### config.mk
export PLATFORM = sky130hd
export DESIGN_NAME = lmpc_core
export DESIGN_NICKNAME = d
export VERILOG_FILES = /design/src/logic/lmpc_pkg.sv /design/src/logic/lmpc_core.sv
export SDC_FILE = /design/constraint.sdc
export NUM_CORES = 2
export LEC_CHECK = 0
export BUFFER_PORTS_ARGS = -buffer_cell sky130_fd_sc_hd__buf_2
export CELL_PAD_IN_SITES_DETAIL_PLACEMENT = 0
export CELL_PAD_IN_SITES_GLOBAL_PLACEMENT = 1
export CORE_MARGIN = 1
export CORE_UTILIZATION = 30
export CTS_BUF_LIST = sky130_fd_sc_hd__clkbuf_8
export CTS_CLUSTER_DIAMETER = 50
export CTS_CLUSTER_SIZE = 40
export DETAILED_ROUTE_END_ITERATION = 16
export GPL_ROUTABILITY_DRIVEN = 0
export GPL_TIMING_DRIVEN = 0
export PLACE_DENSITY_LB_ADDON = 0.1
export SETUP_SLACK_MARGIN = 0.5
export SLEW_MARGIN = 0
export SYNTH_ARGS = -nofsm -noshare
export SYNTH_HDL_FRONTEND = slang
export SYNTH_SLANG_ARGS = --single-unit
export TNS_END_PERCENT = 30
### constraint.sdc
create_clock -name ref_clk -period 12.1 [get_ports ref_clk]
set_clock_uncertainty 0.15 [all_clocks]
set_input_delay 1.815 -clock ref_clk [delete_from_list [all_inputs] [get_ports ref_clk]]
set_output_delay 1.815 -clock ref_clk [all_outputs]
set_load 0.005 [all_outputs]
### src/logic/lmpc_pkg.sv
// Constants, types and lookup tables shared by the LED mode and pattern controller.
// Operation
// - Override bit for group A forces its current limit to the lowest level.
// - Override bit for group B forces its current limit to the lowest level.
// - Reset loads defaults: scan plus audio mode, both RGB groups disabled.
// - Shutdown setting in configuration turns every output sink off.
// - Shutdown keeps all register contents unchanged.
// - Mode field 01 selects audio-only mode; outputs follow audio amplitude.
// - Scan current level comes from gain register bits 4 to 2.
// - Constant-current bit keeps scanned outputs on without stepping.
// - Enabled RGB groups drive channels 0-2 and 7-9; channels 3-6 scan.
// - Rate zero scans eight 22 ms intervals, starting all off.
// - Configuration bits 3 to 1 select the scan interval rate.
// - A disabled RGB group follows the scan sequence.
// - With both groups enabled the group current comes from the current register.
// - Host intensity mode: duty changes only when software writes new bytes.
// - Host mode duty scales linearly over 256 steps, 00 off, FF full.
// - One-shot mode bits make each channel follow its own timing codes.
// - New timing codes take effect only after a write to update register.
// - Hold-off runs once, after update write or entry into one-shot mode.
// - Ramp-up walks 32 equal steps up the gamma table.
// - Hold full duty, then ramp down 32 equal steps to zero.
// - Off time follows ramp-down, then the waveform restarts at ramp-up.
// - Ramp steps map to the 32-entry gamma table.
// - Long codes: 0 is zero, 1 is 0.13 s, each next code doubles, up to 66.56 s at code 10.
// - Ramp codes: 0 is 0.13 s, each increment doubles, up to 16.64 s.
// - Host duty bytes sit in registers 04h to 09h, one per channel.
package lmpc_pkg;
   // ****************************************************************
   // Register indices; the byte address is four times the index.
   // ****************************************************************
   localparam logic [5:0] REG_CFG = 6'h00;
   localparam logic [5:0] REG_GAIN = 6'h01;
   localparam logic [5:0] REG_RGBM = 6'h02;
   localparam logic [5:0] REG_RGBCUR = 6'h03;
   localparam logic [5:0] REG_PWM0 = 6'h04;
   localparam logic [5:0] REG_HOLDOFF_0 = 6'h0A;
   localparam logic [5:0] REG_T12_0 = 6'h10;
   localparam logic [5:0] REG_T34_0 = 6'h16;
   localparam logic [5:0] REG_UPD = 6'h1C;
   localparam logic [5:0] REG_EN_LO = 6'h1D;
   localparam logic [5:0] REG_EN_HI = 6'h1E;
   localparam logic [5:0] REG_TOPDN = 6'h1F;
   localparam logic [5:0] REG_GROUP_LOW_CURRENT_OVERRIDE = 6'h20;
   localparam logic [5:0] REG_STAT = 6'h21;
   localparam logic [7:0] CFG_RST = 8'h00;
   localparam logic [7:0] EN_LO_RST = 8'hFF;
   localparam logic [7:0] EN_HI_RST = 8'hC0;
   localparam int CFG_SD_BIT = 0;
   localparam int CFG_GA_EN_BIT = 4;
   localparam int CFG_GB_EN_BIT = 5;
   localparam int TOPDN_CC_BIT = 4;
   localparam int RGBM_A_BIT = 5;
   localparam int RGBM_B_BIT = 4;
   localparam int G2_A_BIT = 1;
   localparam int G2_B_BIT = 0;
   localparam logic [1:0] MODE_AUDIO = 2'h1;
   localparam logic [1:0] MODE_SCAN = 2'h2;
   localparam logic [2:0] CUR_LOW_LEVEL = 3'h4;
   // ****************************************************************
   // Time base.
   // ****************************************************************
   localparam int CLK_HZ = 25_000_000;
   localparam int BASE_TICK_US = 1000;
   localparam int BASE_CYC = CLK_HZ / 1_000_000 * BASE_TICK_US;
   localparam int TIME_UNIT_MS = 130;
   localparam int SCAN_INTERVAL_MS = 22;
   localparam logic [16:0] UNIT_TICKS = 17'(TIME_UNIT_MS * 1000 / BASE_TICK_US);
   localparam logic [7:0] SCAN_TICKS = 8'(SCAN_INTERVAL_MS * 1000 / BASE_TICK_US);
   localparam logic [4:0] LAST_STEP = 5'h1F;
   localparam logic [3:0] LONG_CODE_MAX = 4'hA;
   typedef enum logic [4:0] {
      PH_HOLDOFF = 5'h01,
      PH_RAMPUP = 5'h02,
      PH_HOLDON = 5'h04,
      PH_RAMPDN = 5'h08,
      PH_OFF = 5'h10
   } lmpc_phase_t;
   localparam logic [7:0] GAMMA [32] = '{
      8'h00, 8'h01, 8'h03, 8'h05, 8'h08, 8'h0C, 8'h10, 8'h15, 8'h1A, 8'h20, 8'h26, 8'h2D, 8'h34, 8'h3C, 8'h44, 8'h4C,
      8'h55, 8'h5F, 8'h69, 8'h73, 8'h7D, 8'h88, 8'h94, 8'hA0, 8'hAC, 8'hB9, 8'hC6, 8'hD3, 8'hE1, 8'hEF, 8'hFE, 8'hFF};
   localparam logic [3:0] SCAN_PAT [8] = '{4'h0, 4'h1, 4'h3, 4'h7, 4'hF, 4'h7, 4'h3, 4'h1};
   // Hold-off, hold-on and off durations in base ticks; codes above the table clamp.
   function automatic logic [16:0] long_ticks(input logic [3:0] code);
      logic [3:0] c;
      c = (code > LONG_CODE_MAX) ? LONG_CODE_MAX : code;
      long_ticks = (c == 4'h0) ? 17'h0 : 17'(UNIT_TICKS << (c - 4'h1));
   endfunction : long_ticks
   // Duration of one of the 32 ramp steps in base ticks.
   function automatic logic [16:0] step_ticks(input logic [2:0] code);
      step_ticks = 17'((UNIT_TICKS << code) >> 5);
   endfunction : step_ticks
endpackage : lmpc_pkg

### src/logic/lmpc_core.sv
// LED mode, scan and one-shot pattern controller with its Avalon-MM register file.
//
// Design decision made here: register access over Avalon-MM.
`timescale 1ns/1ps
module lmpc_core import lmpc_pkg::*; #(
   parameter int BASE_CYC_P = BASE_CYC
) (
   // Clock and reset.
   input wire logic ref_clk,
   input wire logic srst,
   // Avalon-MM slave.
   input wire logic [5:0] avs_address,
   input wire logic avs_read,
   input wire logic avs_write,
   input wire logic [31:0] avs_writedata,
   output logic [31:0] avs_readdata,
   output logic avs_waitrequest,
   // LED sink controls.
   output logic [9:0] sink_on_ff,
   output logic [2:0] group_a_level_ff,
   output logic [2:0] group_b_level_ff,
   output logic [2:0] scan_level_ff,
   output logic [2:0] audio_gain_ff,
   output logic audio_follow_ff
);
   localparam int TBW = (BASE_CYC_P > 1) ? $clog2(BASE_CYC_P) : 1;
   if (BASE_CYC_P < 2) begin : g_bad_base
      $error("BASE_CYC_P must be at least 2");
   end

   // ****************************************************************
   // State.
   // ****************************************************************
   typedef struct packed {
      logic [7:0] cfg;
      logic [7:0] gain;
      logic [7:0] rgbm;
      logic [7:0] rgbcur;
      logic [5:0][7:0] pwm;
      logic [5:0][7:0] t0w;
      logic [5:0][7:0] t12w;
      logic [5:0][7:0] t34w;
      logic [5:0][7:0] t0a;
      logic [5:0][7:0] t12a;
      logic [5:0][7:0] t34a;
      logic [9:0] en;
      logic topdn;
      logic [1:0] gain2;
      logic wait_n;
      logic [31:0] rdata;
      logic [TBW-1:0] tb_cnt;
      logic tick;
      logic [10:0] scan_cnt;
      logic [2:0] scan_idx;
      logic [7:0] pwm_cnt;
      logic [5:0][4:0] ph;
      logic [5:0][4:0] stp;
      logic [5:0][16:0] tcnt;
      logic [9:0] sink;
      logic [2:0] lvl_a;
      logic [2:0] lvl_b;
      logic [2:0] lvl_scan;
      logic [2:0] again;
      logic follow;
   } lmpc_state_t;

   lmpc_state_t st_ff;
   lmpc_state_t nxt_st;

   logic acc;
   logic wr;
   logic upd_wr;
   logic [1:0] mode;
   logic sd;

   assign acc = (avs_read || avs_write) && !st_ff.wait_n;
   assign wr = avs_write && st_ff.wait_n;
   assign upd_wr = wr && (avs_address == REG_UPD);
   assign mode = st_ff.cfg[7:6];
   assign sd = st_ff.cfg[CFG_SD_BIT];

   // ****************************************************************
   // Next-state logic.
   // ****************************************************************
   always_comb begin
      logic [5:0] oneshot;
      logic [5:0] grp_en;
      logic [5:0] enter;
      logic [3:0] pat;
      logic [7:0] duty;
      logic [2:0] tcode;
      logic [31:0] rd;
      int k;
      int s;
      nxt_st = st_ff;
      oneshot = '0;
      grp_en = '0;
      enter = '0;
      pat = '0;
      duty = '0;
      tcode = '0;
      rd = '0;
      k = 0;
      s = 0;
      // Bus handshake: one cycle of wait, then a single-cycle answer.
      nxt_st.wait_n = acc;
      if (acc) begin
         unique case (avs_address)
            REG_CFG: rd = {24'h0, st_ff.cfg};
            REG_GAIN: rd = {24'h0, st_ff.gain};
            REG_RGBM: rd = {24'h0, st_ff.rgbm};
            REG_RGBCUR: rd = {24'h0, st_ff.rgbcur};
            REG_EN_LO: rd = {24'h0, st_ff.en[7:0]};
            REG_EN_HI: rd = {24'h0, st_ff.en[9:8], 6'h0};
            REG_TOPDN: rd = {27'h0, st_ff.topdn, 4'h0};
            REG_GROUP_LOW_CURRENT_OVERRIDE: rd = {30'h0, st_ff.gain2};
            REG_STAT: rd = {21'h0, st_ff.scan_idx, st_ff.sink[9:2]};
            default: begin
               for (k = 0; k < 6; k++) begin
                  if (avs_address == REG_PWM0 + 6'(k)) rd = {24'h0, st_ff.pwm[k]};
                  if (avs_address == REG_HOLDOFF_0 + 6'(k)) rd = {24'h0, st_ff.t0w[k]};
                  if (avs_address == REG_T12_0 + 6'(k)) rd = {24'h0, st_ff.t12w[k]};
                  if (avs_address == REG_T34_0 + 6'(k)) rd = {24'h0, st_ff.t34w[k]};
               end
            end
         endcase
      end
      nxt_st.rdata = rd;
      if (wr) begin
         unique case (avs_address)
            REG_CFG: nxt_st.cfg = avs_writedata[7:0];
            REG_GAIN: nxt_st.gain = avs_writedata[7:0];
            REG_RGBM: nxt_st.rgbm = avs_writedata[7:0];
            REG_RGBCUR: nxt_st.rgbcur = avs_writedata[7:0];
            REG_EN_LO: nxt_st.en[7:0] = avs_writedata[7:0];
            REG_EN_HI: nxt_st.en[9:8] = avs_writedata[7:6];
            REG_TOPDN: nxt_st.topdn = avs_writedata[TOPDN_CC_BIT];
            REG_GROUP_LOW_CURRENT_OVERRIDE: nxt_st.gain2 = avs_writedata[1:0];
            default: begin
               for (k = 0; k < 6; k++) begin
                  if (avs_address == REG_PWM0 + 6'(k)) nxt_st.pwm[k] = avs_writedata[7:0];
                  if (avs_address == REG_HOLDOFF_0 + 6'(k)) nxt_st.t0w[k] = avs_writedata[7:0];
                  if (avs_address == REG_T12_0 + 6'(k)) nxt_st.t12w[k] = avs_writedata[7:0];
                  if (avs_address == REG_T34_0 + 6'(k)) nxt_st.t34w[k] = avs_writedata[7:0];
               end
            end
         endcase
      end
      // Timing codes move to the working copies only on an update write.
      if (upd_wr) begin
         nxt_st.t0a = st_ff.t0w;
         nxt_st.t12a = st_ff.t12w;
         nxt_st.t34a = st_ff.t34w;
      end
      // Shared base tick for scan and pattern timing.
      nxt_st.tick = 1'b0;
      nxt_st.tb_cnt = st_ff.tb_cnt + TBW'(1);
      if (st_ff.tb_cnt == TBW'(BASE_CYC_P - 1)) begin
         nxt_st.tb_cnt = '0;
         nxt_st.tick = 1'b1;
      end
      nxt_st.pwm_cnt = st_ff.pwm_cnt + 8'h01;
      // Scan interval sequencer; rate code stretches each interval.
      if (st_ff.tick) begin
         nxt_st.scan_cnt = st_ff.scan_cnt + 11'h001;
         if (st_ff.scan_cnt + 11'h001 >= 11'(SCAN_TICKS) * {7'h00, {1'b0, st_ff.cfg[3:1]} + 4'h1}) begin
            nxt_st.scan_cnt = '0;
            nxt_st.scan_idx = st_ff.scan_idx + 3'h1;
         end
      end
      pat = st_ff.topdn ? 4'hF : SCAN_PAT[st_ff.scan_idx];
      if (mode == MODE_AUDIO) pat = 4'hF;
      // Per RGB channel: 0-2 are group A, 3-5 are group B.
      for (k = 0; k < 6; k++) begin
         oneshot[k] = (k < 3) ? st_ff.rgbm[RGBM_A_BIT] : st_ff.rgbm[RGBM_B_BIT];
         grp_en[k] = (k < 3) ? st_ff.cfg[CFG_GA_EN_BIT] : st_ff.cfg[CFG_GB_EN_BIT];
         enter[k] = wr && (avs_address == REG_RGBM) && !oneshot[k] &&
            avs_writedata[(k < 3) ? RGBM_A_BIT : RGBM_B_BIT];
      end
      for (k = 0; k < 6; k++) begin
         if (upd_wr || enter[k]) begin
            nxt_st.ph[k] = PH_HOLDOFF;
            nxt_st.tcnt[k] = '0;
            nxt_st.stp[k] = '0;
         end else if (st_ff.tick) begin
            nxt_st.tcnt[k] = st_ff.tcnt[k] + 17'h1;
            unique case (st_ff.ph[k])
               PH_HOLDOFF: begin
                  if (st_ff.tcnt[k] + 17'h1 >= long_ticks(st_ff.t0a[k][7:4])) begin
                     nxt_st.ph[k] = PH_RAMPUP;
                     nxt_st.tcnt[k] = '0;
                     nxt_st.stp[k] = '0;
                  end
               end
               PH_RAMPUP: begin
                  tcode = st_ff.t12a[k][7:5];
                  if (st_ff.tcnt[k] + 17'h1 >= step_ticks(tcode)) begin
                     nxt_st.tcnt[k] = '0;
                     if (st_ff.stp[k] == LAST_STEP) nxt_st.ph[k] = PH_HOLDON;
                     else nxt_st.stp[k] = st_ff.stp[k] + 5'h01;
                  end
               end
               PH_HOLDON: begin
                  if (st_ff.tcnt[k] + 17'h1 >= long_ticks(st_ff.t12a[k][4:1])) begin
                     nxt_st.ph[k] = PH_RAMPDN;
                     nxt_st.tcnt[k] = '0;
                     nxt_st.stp[k] = LAST_STEP;
                  end
               end
               PH_RAMPDN: begin
                  tcode = st_ff.t34a[k][7:5];
                  if (st_ff.tcnt[k] + 17'h1 >= step_ticks(tcode)) begin
                     nxt_st.tcnt[k] = '0;
                     if (st_ff.stp[k] == 5'h00) nxt_st.ph[k] = PH_OFF;
                     else nxt_st.stp[k] = st_ff.stp[k] - 5'h01;
                  end
               end
               PH_OFF: begin
                  if (st_ff.tcnt[k] + 17'h1 >= long_ticks(st_ff.t34a[k][4:1])) begin
                     nxt_st.ph[k] = PH_RAMPUP;
                     nxt_st.tcnt[k] = '0;
                     nxt_st.stp[k] = '0;
                  end
               end
               default: nxt_st.ph[k] = PH_HOLDOFF;
            endcase
         end
      end
      // Output sinks.
      for (s = 0; s < 10; s++) begin
         if (s >= 3 && s <= 6) begin
            nxt_st.sink[s] = pat[s - 3];
         end else begin
            k = (s < 3) ? s : s - 4;
            if (!grp_en[k]) begin
               nxt_st.sink[s] = pat[k % 3];
            end else begin
               if (!oneshot[k]) duty = st_ff.pwm[k];
               else if (st_ff.ph[k] == PH_HOLDON) duty = 8'hFF;
               else if (st_ff.ph[k] == PH_RAMPUP || st_ff.ph[k] == PH_RAMPDN) duty = GAMMA[st_ff.stp[k]];
               else duty = 8'h00;
               nxt_st.sink[s] = duty > st_ff.pwm_cnt;
            end
         end
         if (sd || !st_ff.en[s]) nxt_st.sink[s] = 1'b0;
      end
      // Current levels and audio steering.
      nxt_st.lvl_a = st_ff.gain2[G2_A_BIT] ? CUR_LOW_LEVEL : {1'b0, st_ff.rgbcur[3:2]};
      nxt_st.lvl_b = st_ff.gain2[G2_B_BIT] ? CUR_LOW_LEVEL : {1'b0, st_ff.rgbcur[1:0]};
      nxt_st.lvl_scan = st_ff.gain[4:2];
      nxt_st.again = st_ff.gain[7:5];
      nxt_st.follow = !sd && (mode != MODE_SCAN);
      if (srst) begin
         nxt_st = '0;
         nxt_st.cfg = CFG_RST;
         nxt_st.en = {EN_HI_RST[7:6], EN_LO_RST};
         for (k = 0; k < 6; k++) nxt_st.ph[k] = PH_HOLDOFF;
      end
   end

   always_ff @(posedge ref_clk) begin
      st_ff <= nxt_st;
   end

   assign avs_readdata = st_ff.rdata;
   assign avs_waitrequest = !st_ff.wait_n;
   assign sink_on_ff = st_ff.sink;
   assign group_a_level_ff = st_ff.lvl_a;
   assign group_b_level_ff = st_ff.lvl_b;
   assign scan_level_ff = st_ff.lvl_scan;
   assign audio_gain_ff = st_ff.again;
   assign audio_follow_ff = st_ff.follow;

   // ****************************************************************
   // Assertions.
   // ****************************************************************
   property p_rst_default;
      @(posedge ref_clk) srst |=> (st_ff.cfg == CFG_RST) && (st_ff.rgbm == 8'h00) ##1 (sink_on_ff[2:0] == 3'h0 || !srst);
   endproperty
   a_rst_default: assert property (p_rst_default) else $error("reset defaults wrong");
   property p_grp_a_low;
      @(posedge ref_clk) disable iff (srst) st_ff.gain2[G2_A_BIT] |=> group_a_level_ff == CUR_LOW_LEVEL;
   endproperty
   a_grp_a_low: assert property (p_grp_a_low) else $error("group A override ignored");
   property p_grp_b_sel;
      @(posedge ref_clk) disable iff (srst) !st_ff.gain2[G2_B_BIT] |=> group_b_level_ff == {1'b0, $past(st_ff.rgbcur[1:0])};
   endproperty
   a_grp_b_sel: assert property (p_grp_b_sel) else $error("group B level not from current register");
   property p_sd_off;
      @(posedge ref_clk) disable iff (srst) sd |=> sink_on_ff == 10'h000;
   endproperty
   a_sd_off: assert property (p_sd_off) else $error("sink on during shutdown");
   property p_sd_keep;
      @(posedge ref_clk) disable iff (srst) sd && !wr |=> $stable(st_ff.pwm) && $stable(st_ff.t0a);
   endproperty
   a_sd_keep: assert property (p_sd_keep) else $error("register changed in shutdown");
   property p_audio;
      @(posedge ref_clk) disable iff (srst) (mode == MODE_AUDIO) && !sd |=> audio_follow_ff;
   endproperty
   a_audio: assert property (p_audio) else $error("audio follow missing");
   property p_scan_lvl;
      @(posedge ref_clk) disable iff (srst) 1'b1 |=> scan_level_ff == $past(st_ff.gain[4:2]);
   endproperty
   a_scan_lvl: assert property (p_scan_lvl) else $error("scan level wrong");
   property p_cc;
      @(posedge ref_clk) disable iff (srst) st_ff.topdn && !sd |=> sink_on_ff[6:3] == $past(st_ff.en[6:3]);
   endproperty
   a_cc: assert property (p_cc) else $error("constant current not steady");
   property p_scan0;
      @(posedge ref_clk) disable iff (srst) st_ff.scan_idx == 3'h0 && !st_ff.topdn && mode != MODE_AUDIO
         |=> sink_on_ff[6:3] == 4'h0;
   endproperty
   a_scan0: assert property (p_scan0) else $error("interval zero not dark");
   property p_upd;
      @(posedge ref_clk) disable iff (srst) !upd_wr |=> $stable(st_ff.t12a) && $stable(st_ff.t34a);
   endproperty
   a_upd: assert property (p_upd) else $error("timing changed without update");
   property p_host_zero;
      @(posedge ref_clk) disable iff (srst) st_ff.cfg[CFG_GA_EN_BIT] && !st_ff.rgbm[RGBM_A_BIT] && st_ff.pwm[0] == 8'h00
         |=> !sink_on_ff[0];
   endproperty
   a_host_zero: assert property (p_host_zero) else $error("zero duty lit");
   property p_host_full;
      @(posedge ref_clk) disable iff (srst) st_ff.cfg[CFG_GA_EN_BIT] && !st_ff.rgbm[RGBM_A_BIT] && !sd
         && st_ff.en[2] && st_ff.pwm[2] == 8'hFF && st_ff.pwm_cnt != 8'hFF |=> sink_on_ff[2];
   endproperty
   a_host_full: assert property (p_host_full) else $error("full duty dark");
   property p_hold_full;
      @(posedge ref_clk) disable iff (srst) st_ff.cfg[CFG_GA_EN_BIT] && st_ff.rgbm[RGBM_A_BIT] && !sd
         && st_ff.en[0] && st_ff.ph[0] == PH_HOLDON && st_ff.pwm_cnt != 8'hFF |=> sink_on_ff[0];
   endproperty
   a_hold_full: assert property (p_hold_full) else $error("hold phase not at full duty");
   property p_upd_load;
      @(posedge ref_clk) disable iff (srst) upd_wr
         |=> st_ff.t12a == $past(st_ff.t12w) && st_ff.t34a == $past(st_ff.t34w);
   endproperty
   a_upd_load: assert property (p_upd_load) else $error("update did not load timing");
   property p_holdoff_start;
      @(posedge ref_clk) disable iff (srst) upd_wr |=> st_ff.ph[0] == PH_HOLDOFF && st_ff.tcnt[0] == 17'h0;
   endproperty
   a_holdoff_start: assert property (p_holdoff_start) else $error("update did not restart hold-off");
   property p_group_follow;
      @(posedge ref_clk) disable iff (srst) !st_ff.cfg[CFG_GB_EN_BIT] && st_ff.en[9] && st_ff.en[5]
         |=> sink_on_ff[9] == sink_on_ff[5];
   endproperty
   a_group_follow: assert property (p_group_follow) else $error("disabled group not scanning");
   c_oneshot_hold: cover property (@(posedge ref_clk) disable iff (srst) st_ff.ph[0] == PH_HOLDON);
   c_scan_full: cover property (@(posedge ref_clk) disable iff (srst) st_ff.scan_idx == 3'h4);
   c_shutdown: cover property (@(posedge ref_clk) disable iff (srst) sd ##1 !sd);
   c_ramp_end: cover property (@(posedge ref_clk) disable iff (srst) st_ff.ph[0] == PH_RAMPDN ##1 st_ff.ph[0] == PH_OFF);
endmodule : lmpc_core

==> results.toml <==
[clocking]
post_cts_buffers = 0
cts-htree-levels = 3
cts_buffers = 106
worstSkewPairLatency_ps = 870
ctsResizeCount = 0
cts.sinks = 580
cts-root-buf = "clkbuf_8"
cts_tree = "yes"
cts_hold_buf = 0
clkTransAtPathRegs_ps = 70
clk_path_buf_depth = 3

[setup_path]
startpoint_type = "flip-flop"
criticalPathCategory = "reg2reg"
critPathMaxFanout = 10
crit_required_ps = 12660
cp.arrival_ps = 6300
worstSetupEndpointType = "flip-flop"

[sta]
setup-violations-final = 0
period_minus_slack_ps = 5744
slew_headroom_pct = 4.598
slew_viol_final = 0
fmax_mhz = 174.1
rsz0062_at_grt = "no"
hold_violations = 0
worst_pin_slew_ps = 1431
setup_tns_ps = 0
finalCritPeriodShare_pct = 47.47

[yosys]
synth_xor_area_share_pct = 4.214
async_flop_share_pct = 0
ys_ff_latch = 580
synthAdderAreaFrac_pct = 15.40
synth_top_area_cell = "dfxtp_1"
synth.avg_cell_area_um2 = 7.424
synth_cell_types = 94
synth_top_family_by_area = "simple AND/OR/NAND/NOR gates"
synthCells = 6272
syn_area_um2 = 46560
yosysWarningCount = 0
synth.top_cell.area_share_pct = 24.94
seq_area_frac_synth_pct = 24.94
synth-compound-area-share_pct = 21.22
synth_area_leaders = "dfxtp_1, ha_1, nand2_1"
synth-edff-count = 0
synth.area.mux_share_pct = 2.830
ys.flop_type = "dfxtp_1"
synthSimpleGateAreaFrac_pct = 25.85

[final_layout]
nFillCells = 16730
final_common_cell = "nand2_1"
nets = 7059
most-common-layout-cells = "nand2_1, a21oi_1, dfxtp_1, ha_1, nor2_1"
fin_area_um2 = 51960
syn_to_final_growth_pct = 11.59
drive_gt1_share_pct = 6.421

[flow_run]
drv_cap = 0

[detailed_routing]
drtAntennaViolNets = 0
via_per_inst = 5.475
num_vias = 47030
drt_iter0_markers = 3832
wl_per_cell_um = 23.24
dr.pass1.iters = 6
wl_mm = 199.6
drc = 0

[global_route]
first_global_vias = 43660
grt-ovfl-total = 0
grt_max_degree = 17
grt_usage_pct = 24.68
antenna_found_initial = 21
grt_pass1_wl_mm = 291.8

[hold_path]
worstHoldPathType = "reg2reg"

[die]
pin_count = 98
die_w_um = 396.0
die_h_um = 396.0
rows = 144
core_um2 = 154000
dieArea_um2 = 156800
start_util_pct = 30.22

[power]
power.leakage_nw = 19.69
ir_drop_uv = 85.87
p_per_area_nw_per_um2 = 82.92

[placed_design]
io_buffers = 43
dp_hpwl_mm = 150.2
placed_cell_area_um2 = 49530

[run_status]
status = "finished clean"
==> stage by stage <==
stage                     total power, mW  instances  hold WS [ps]  worst slack [ps]  util [%]
after detailed placement            2.164       8384         287.8              5889     32.15
after global placement              2.162       8379         279.1              4735     32.07
after floorplan                     2.059       6292         267.5              7823         -
after CTS                           4.361       8585         297.1              6343     33.71
final                               4.308       8590         293.6              6356     33.73
after global routing                4.449       8588         325.0              5886     33.72
==> logic make-up (layout without fill, tap and decap cells) <==
kind of cell,Yosys count,count (layout)
other,1,26
buffers and inverters,622,871
XOR/XNOR,224,224
multiplexers,124,124
adder cells (fa/ha/maj),569,569
AND/OR/NAND/NOR,2539,2539
AO/OA/AOI/OAI,1613,1613
flip-flops,580,580
==> sequential cells by signal, summed over array words and instances, names as in the netlist, 2 cells and up <==
signal and count:
st_ff 543, avs_readdata 11, sink_on_ff 10, audio_gain_ff 3, group_a_level_ff 3, group_b_level_ff 3
scan_level_ff 3, mode 2
==> cells in the mapped netlist (60+ instances only) <==
| library cell | count |
|---|---|
| nand3_1 | 263 |
| inv_1 | 147 |
| a21oi_1 | 675 |
| nand4_1 | 87 |
| nand2_1 | 1047 |
| dfxtp_1 | 580 |
| a211oi_1 | 81 |
| o21ai_0 | 294 |
| nor2_1 | 477 |
| clkbuf_1 | 372 |
| nand3b_1 | 60 |
| mux2i_1 | 99 |
| xor2_1 | 94 |
| ha_1 | 562 |
| nor3_1 | 112 |
| o211ai_1 | 64 |
| xnor2_1 | 130 |
| nor2b_1 | 111 |
| a31oi_1 | 65 |
==> worst max-delay path, stage by stage, from the launching register on <==
cell	delay (ps)
dfxtp_1	640
ha_1	330
nand2_1	120
nor3_1	750
nand4_1	220
xnor2_1	310
ha_1	290
or4b_1	470
a2111oi_0	690
nor3b_1	280
o2111ai_1	220
nor4bb_1	190
nand3_1	320
buf_2	350
nand3_1	120
a21oi_1	200
==> cell type report <==
class,count,area (µm²),share of cell area [%]
multi-input cells,5090,32490,62.54
flip-flops and latches,580,11610,22.35
well taps,2044,2557,4.922
plain buffers,470,2023,3.894
clock buffers,107,1473,2.834
clock inverters,94,929.6,1.789
inverters,152,570.5,1.098
repair buffers,48,285.3,0.5491
diodes,5,12.51,0.02408
==> final timing paths <==
check | startpoint | slack (ps) | to | cells after the start
max | st_ff[108] | 6360 | st_ff[111] | 15
min | st_ff[208] | 290 | st_ff[208] | 1
max reg2reg | st_ff[108] | 6360 | st_ff[111] | 15
min reg2reg | st_ff[208] | 290 | st_ff[208] | 1
==> layer usage <==
layer / up-vias / track usage [%] / wire [µm]
met4: 8 / 7.253 / 5604
met1: 22610 / 36.39 / 98050
met2: 1360 / 37.35 / 85000
met3: 237 / 2.630 / 10890
li1: 22820 / - / -
met5: - / 0 / 47
==> power by group <==
| part | switching (mW) | internal, mW | total [mW] |
|---|---|---|---|
| Combinational | 0.163 | 0.0448 | 0.208 |
| Sequential | 0.00536 | 1.91 | 1.92 |
| Clock | 1.16 | 1.03 | 2.18 |
| Total | 1.32 | 2.98 | 4.31 |
Power figures use the tool's default switching activity.
